<file path="config.mk">
export PLATFORM = sky130hd
export DESIGN_NAME = move_nop_option_return_with_literal_decode
export DESIGN_NICKNAME = d
export VERILOG_FILES = /design/src/rtl/decode_pkg.sv /design/src/rtl/decode_if.sv /design/src/rtl/word_classify.sv /design/src/rtl/move_nop_option_return_with_literal_decode.sv
export VERILOG_INCLUDE_DIRS = /design/src /design/src/rtl
export SDC_FILE = /design/constraint.sdc
export NUM_CORES = 1
export LEC_CHECK = 0
export ABC_AREA = 1
export BUFFER_PORTS_ARGS = -buffer_cell sky130_fd_sc_hd__buf_2
export CAP_MARGIN = 0
export CELL_PAD_IN_SITES_DETAIL_PLACEMENT = 1
export CELL_PAD_IN_SITES_GLOBAL_PLACEMENT = 1
export CORE_UTILIZATION = 32
export DETAILED_ROUTE_END_ITERATION = 10
export GPL_ROUTABILITY_DRIVEN = 1
export PLACE_DENSITY_LB_ADDON = 0.1
export SYNTH_ARGS = -nofsm -noshare
export SYNTH_HDL_FRONTEND = slang
export SYNTH_HIERARCHICAL = 1
export SYNTH_SLANG_ARGS = --single-unit
</file>
<file path="constraint.sdc">
create_clock -name CLOCK -period 1.47 [get_ports CLOCK]
set_input_delay 0.147 -clock CLOCK [delete_from_list [all_inputs] [get_ports CLOCK]]
set_output_delay 0.147 -clock CLOCK [all_outputs]
set_load 0.05 [all_outputs]
</file>
<file path="src/rtl/decode_cfg.svh">
// Encodings, field positions, reset values and timing counts for the decoder
`ifndef DECODE_CFG_SVH
`define DECODE_CFG_SVH
`define WORD_NO_OPERATION 12'h000
`define WORD_OPTION     12'h002
`define MOVE_ACC_MASK   12'hfe0
`define MOVE_ACC_CODE   12'h020
`define RET_LIT_CODE    4'h8
`define RET_LIT_TOP     11
`define RET_LIT_LOW     8
`define LIT_TOP         7
`define FILE_TOP        4
`define CORE_PER_INSN   4
`define RESET_ACC       8'h00
`define RESET_OPTION    8'hff
`define RESET_PHASE     2'h0
`define RESET_FILE_ADDR 5'h00
`define RESET_FILE_DATA 8'h00
`define RESET_PC        10'h000
`define PC_WIDTH        10
`define STACK_DEPTH     2
`endif

</file>
<file path="src/rtl/decode_pkg.sv">
// Types shared by the decoder files
package decode_pkg;
  typedef enum logic [1:0] {
    EXEC  = 2'b00,
    FLUSH = 2'b01
  } exec_state_t;
  typedef enum logic [2:0] {
    OP_NONE        = 3'h0,
    OP_NO_OPERATION = 3'h1,
    OP_MOVE_TO_FILE = 3'h2,
    OP_LOAD_OPTION = 3'h3,
    OP_RETURN_LIT  = 3'h4
  } op_t;
endpackage

</file>
<file path="src/rtl/decode_if.sv">
// Decoded instruction fields passed from the word classifier to the core
`timescale 1ns/100ps
`default_nettype none
interface decode_if;
  import decode_pkg::*;
  op_t        op;
  logic [7:0] literal;
  logic [4:0] file_addr;
  modport src (output op, output literal, output file_addr);
  modport dst (input op, input literal, input file_addr);
endinterface // decode_if
`default_nettype wire

</file>
<file path="src/rtl/word_classify.sv">
// Combinational classifier for the four handled instruction words
`timescale 1ns/100ps
`default_nettype none
`include "decode_cfg.svh"
module word_classify (
  // Fetched word
  input  wire logic [11:0] word,
  // Decoded fields
  decode_if.src            dec
);
  import decode_pkg::*;
  always_comb begin
    dec.literal   = word[`LIT_TOP:0];
    dec.file_addr = word[`FILE_TOP:0];
    if (word == `WORD_NO_OPERATION) begin
      dec.op = OP_NO_OPERATION;
    end else if (word == `WORD_OPTION) begin
      dec.op = OP_LOAD_OPTION;
    end else if ((word & `MOVE_ACC_MASK) == `MOVE_ACC_CODE) begin
      dec.op = OP_MOVE_TO_FILE;
    end else if (word[`RET_LIT_TOP:`RET_LIT_LOW] == `RET_LIT_CODE) begin
      dec.op = OP_RETURN_LIT;
    end else begin
      dec.op = OP_NONE;
    end
  end
endmodule // word_classify
`default_nettype wire

</file>
<file path="src/rtl/move_nop_option_return_with_literal_decode.sv">
// Execute logic for move-to-file, no-operation, load-option and return-with-literal
`timescale 1ns/100ps
`default_nettype none
`include "decode_cfg.svh"
module move_nop_option_return_with_literal_decode (
  // Clock and reset
  input  wire logic                      CLOCK,
  input  wire logic                      RST_N,
  input  wire logic                      CLK_EN,
  // Program memory word and stack
  input  wire logic [11:0]               INSN_WORD,
  input  wire logic [`PC_WIDTH-1:0]      STACK_TOP,
  input  wire logic [`PC_WIDTH-1:0]      PC_IN,
  // Accumulator seen from the core
  input  wire logic [7:0]                ACC_IN,
  // Results
  output logic      [7:0]                ACC,
  output logic      [7:0]                OPTION_REG,
  output logic                           FILE_WE,
  output logic      [4:0]                FILE_ADDR,
  output logic      [7:0]                FILE_DATA,
  output logic                           PC_LOAD,
  output logic      [`PC_WIDTH-1:0]      PC_NEXT,
  output logic                           STACK_POP,
  output logic                           INSN_CYCLE,
  output logic                           UNHANDLED
);
  import decode_pkg::*;

  // Decoded fields travel from the classifier in one bundle
  decode_if dec ();

  word_classify u_classify (
    .word (INSN_WORD),
    .dec  (dec)
  );

  // Phase counter state
  logic [1:0]           phase;
  logic [1:0]           next_phase;
  logic                 last_phase;
  // Sequencer state
  exec_state_t          state;
  exec_state_t          next_state;
  logic                 execute;
  // Accumulator and option state
  logic [7:0]           next_acc;
  logic [7:0]           next_option;
  // File write state
  logic                 next_file_we;
  logic [4:0]           next_file_addr;
  logic [7:0]           next_file_data;
  // Program counter and stack state
  logic                 next_pc_load;
  logic [`PC_WIDTH-1:0] next_pc;
  logic                 next_pop;
  // Foreign word state
  logic                 next_unhandled;

  // Words are only taken on the last of the four core clocks
  assign last_phase = (phase == 2'(`CORE_PER_INSN - 1));
  assign INSN_CYCLE = last_phase;
  // The word fetched behind a return is dropped, as the counter has moved on
  assign execute    = last_phase && (state == EXEC);

  // Phase counter
  always_comb begin
    if (last_phase) begin
      next_phase = 2'h0;
    end else begin
      next_phase = phase + 2'h1;
    end
  end

  always_ff @(posedge CLOCK or negedge RST_N) begin
    if (!RST_N) begin
      phase <= `RESET_PHASE;
    end else if (CLK_EN) begin
      phase <= next_phase;
    end
  end

  // Sequencer: a return steals the following instruction cycle
  always_comb begin
    next_state = state;
    if (last_phase) begin
      case (state)
        EXEC: begin
          if (dec.op == OP_RETURN_LIT) begin
            next_state = FLUSH;
          end else begin
            next_state = EXEC;
          end
        end
        FLUSH: begin
          next_state = EXEC;
        end
        default: begin
          next_state = EXEC;
        end
      endcase
    end
  end

  always_ff @(posedge CLOCK or negedge RST_N) begin
    if (!RST_N) begin
      state <= EXEC;
    end else if (CLK_EN) begin
      state <= next_state;
    end
  end

  // Accumulator and option; no status flags live here, so none can change
  always_comb begin
    next_acc    = ACC;
    next_option = OPTION_REG;
    if (execute) begin
      case (dec.op)
        OP_LOAD_OPTION: begin
          next_option = ACC_IN;
        end
        OP_RETURN_LIT: begin
          next_acc = dec.literal;
        end
        OP_NO_OPERATION: begin
          next_acc = ACC;
        end
        default: begin
          next_acc    = ACC;
          next_option = OPTION_REG;
        end
      endcase
    end
  end

  always_ff @(posedge CLOCK or negedge RST_N) begin
    if (!RST_N) begin
      ACC        <= `RESET_ACC;
      OPTION_REG <= `RESET_OPTION;
    end else if (CLK_EN) begin
      ACC        <= next_acc;
      OPTION_REG <= next_option;
    end
  end

  // File write: strobe lasts one core clock, address and data hold
  always_comb begin
    next_file_we   = 1'b0;
    next_file_addr = FILE_ADDR;
    next_file_data = FILE_DATA;
    if (execute && (dec.op == OP_MOVE_TO_FILE)) begin
      next_file_we   = 1'b1;
      next_file_addr = dec.file_addr;
      next_file_data = ACC_IN;
    end
  end

  always_ff @(posedge CLOCK or negedge RST_N) begin
    if (!RST_N) begin
      FILE_WE   <= 1'b0;
      FILE_ADDR <= `RESET_FILE_ADDR;
      FILE_DATA <= `RESET_FILE_DATA;
    end else if (CLK_EN) begin
      FILE_WE   <= next_file_we;
      FILE_ADDR <= next_file_addr;
      FILE_DATA <= next_file_data;
    end
  end

  // Program counter and stack; a foreign word only reports the current count
  always_comb begin
    next_pc_load = 1'b0;
    next_pc      = PC_NEXT;
    next_pop     = 1'b0;
    if (execute) begin
      case (dec.op)
        OP_RETURN_LIT: begin
          next_pc_load = 1'b1;
          next_pc      = STACK_TOP;
          next_pop     = 1'b1;
        end
        OP_NONE: begin
          next_pc = PC_IN;
        end
        default: begin
          next_pc = PC_NEXT;
        end
      endcase
    end
  end

  always_ff @(posedge CLOCK or negedge RST_N) begin
    if (!RST_N) begin
      PC_LOAD   <= 1'b0;
      PC_NEXT   <= `RESET_PC;
      STACK_POP <= 1'b0;
    end else if (CLK_EN) begin
      PC_LOAD   <= next_pc_load;
      PC_NEXT   <= next_pc;
      STACK_POP <= next_pop;
    end
  end

  // Foreign words belong to other decoders
  always_comb begin
    next_unhandled = execute && (dec.op == OP_NONE);
  end

  always_ff @(posedge CLOCK or negedge RST_N) begin
    if (!RST_N) begin
      UNHANDLED <= 1'b0;
    end else if (CLK_EN) begin
      UNHANDLED <= next_unhandled;
    end
  end
endmodule // move_nop_option_return_with_literal_decode
`default_nettype wire

</file>
==> results.yml <==
placed_design:
  port_buffers: 86
  place.gp.congestion: 0.737
  dp.cells: 426
  dp.final_hpwl_um: 4310
sta:
  final-hold-violation-count: 0
  setup_viol: 0
  tns_ps: 0
  slew_violations: 0
  max_freq_ghz: 0.751
  rsz0062_at_grt: "false"
  slew_headroom: 0.729
  tightest_slew_ps: 407
  period_share: 0.905
  fin_skew_ps: 6.85
  period_minus_slack_ps: 1330
hold_path:
  hold_path.class: "in2reg"
  hp-start: "ACC_IN[3]"
grt:
  met2_usage: 0.280
  grt.overflow.total: 0
  grt_use_met3: 0.0360
  grt_use_total: 0.173
  antenna_found_initial: 0
  grt_pass1_vias: 2060
  grt_pass1_wl_um: 9830
  grt_max_degree: 46
  busiest_layer: "met2"
  use_met1: 0.234
cells_and_area:
  fillers: 817
  final_cells: 440
  n_antenna_cell: 0
  drive_above_1_share: 0.416
  num-nets-final: 406
  area_growth_pct: 32.7
worst_setup_path:
  reg2reg_from: "phase[0]"
  rr_worst_depth: 6
  crit_arrival_ps: 1530
  critical_path_class: "reg2reg"
  critPathLaunchType: "flop"
  crit_start: "phase[0]"
  path_max_fanout: 8
  crit_path_end_kind: "flop"
  r2r_setup_slack_ps: 140
  cp-endpoint: "ACC[4]"
  rr_endpoint: "ACC[4]"
  worst-endpoint-required_ps: 1670
logic_synthesis:
  synthesis.nets: 310
  synth_area_leaders: "dfrtp_1 42%, nand2_1 17%, dfstp_2 9.5%"
  yosysTopAreaCellShare: 0.417
  synth_edf_count: 0
  synth_flop_cell: "dfrtp_1"
  syn_area_per_cell_um2: 8.35
  ys_warn_count: 6
  synth_top_cell_by_area: "dfrtp_1"
  ys_ff_latch: 45
  synth.most_common_cell: "nand2_1"
  synth_commonest_cells: "99 x nand2_1, 37 x dfrtp_1, 26 x nand3_1"
  synth_area_mm2: 0.00222
  synthDistinctLibCells: 27
  synth_cells: 266
  seq_area_frac_synth: 0.512
  async_reset_ff_frac: 1.00
clock_network:
  h-tree-depth: 2
  tritoncts: "done"
  clk_pin_slew_ps: 100
  numCtsBuffers: 5
  ctsRootBufferMaster: "clkbuf_8"
  clkSinkCount: 45
  clk_path_buf_depth: 2
  clk_latency_ps: 300
floorplanning:
  die_h_um: 85.3
  die_x_um: 85.3
  core_mm2: 0.00653
  ioPinCount: 87
  placementRows: 29
  start_util: 0.340
  dieArea_mm2: 0.00728
power:
  p_int_mw: 2.45
  p_switching_mw: 2.17
  power_leakage_nw: 1.68
  seq_power_share: 0.367
  peakVddDrop_v: 0.000736
  power.density_mw_per_mm2: 1570
  combPwrFrac: 0.453
  swShare: 0.470
  p_clk_frac: 0.180
detailed_routing:
  dr.pass1.iters: 4
  drt-total-wl_um: 5790
  vias: 2032
  viasPerCell: 4.62
  drc_errors: 0
  drt-initial-drc-count: 35
  routedWlPerCell_um: 13.1
  ant_nets: 0
job:
  maxCapViolCount: 0
run_status:
  outcome: "completed"
[routing by layer]
metal	part of all wire	vias to the layer above	routed length, um
met5	0	-	0
met1	0.47	955	2720
met3	0.053	4	309
li1	-	1011	-
met2	0.47	62	2700
met4	0.0092	0	53
[what timing repair did]
action	CTS	global route
hold buffers	1	0
pin swaps	0	3
endpoints found under the setup margin	8	11
buffers inserted	0	4
hold endpoints to repair	37	0
cloned	0	1
gates resized for setup	1	3
[worst min path at each step]
stage,slack (ps),cells past startpoint,end
floorplan,-150,0,ACC[0]
global placement,150,2,STACK_POP
detailed placement,150,2,FILE_ADDR[2]
CTS,60,3,FILE_DATA[6]
global route,50,3,OPTION_REG[0]
finish,60,3,OPTION_REG[3]
[critical path, cell delays in order (launching register included)]
cell and delay, ps:
dfrtp_1 430, ha_4 190, nand2_2 90, nor2_8 220, nand3_4 140, nand2_1 100
nand2_1 50
[logic make-up (layout without fill, tap and decap cells)]
logic type	after synthesis	in the layout	share of synthesized area
compound gates	19	19	0.0439
fa+ha+maj	1	1	0.00563
buf+inv	41	137	0.101
flops	45	45	0.512
mux	1	1	0.00507
simple gates	159	160	0.333
[power groups by stage]
stage | clock network (mW) | logic [mW] | registers [mW]
2_1_floorplan | 0 | 0.608 | 2.57
3_3_place_gp | 0 | 2.01 | 1.70
3_5_place_dp | 0 | 2.04 | 1.71
4_1_cts | 0.867 | 2.05 | 1.69
5_1_grt | 0.915 | 2.26 | 1.74
6_report | 0.831 | 2.09 | 1.69
[through the flow]
stage               utilization  power (mW)  cell area (um^2)  hold slack, ps  worst slack (ps)
floorplan                     -        3.18              2220            -149              3.04
global placement          0.425        3.71              2780             150             -77.9
detailed placement        0.425        3.75              2780             151              -127
CTS                       0.442        4.61              2890            57.4              57.8
global route              0.451        4.91              2950            53.8              21.6
finish                    0.451        4.62              2950            57.7               139
[area by class of cell]
cell class                      count  area (um^2)  area share
Sequential cell                    45         1140       0.386
Multi-Input combinational cell    181          898       0.305
Timing Repair Buffer              110          651       0.221
Tap cell                           77         96.3      0.0327
Inverter                           19         71.3      0.0242
Clock buffer                        5         68.8      0.0234
Clock inverter                      3         25.0     0.00849
[flip-flops by register name (all words and copies together) (netlist names)]
signal and count:
UNHANDLED 1, ACC 8, STACK_POP 1, OPTION_REG 8
FILE_ADDR 5, phase 2, FILE_DATA 8, PC_NEXT 10
state 1, FILE_WE 1
[cell usage in the layout (no fill, tap or decap), drive strengths merged, types with 2 or more instances in the layout]
cell type,instances
o21ai,15
nor2,17
or2,10
dfrtp,37
clkbuf,5
o22ai,2
inv,21
dfstp,8
nand3,29
buf,109
nand2,101
a21oi,2
Power figures use the tool's default switching activity.
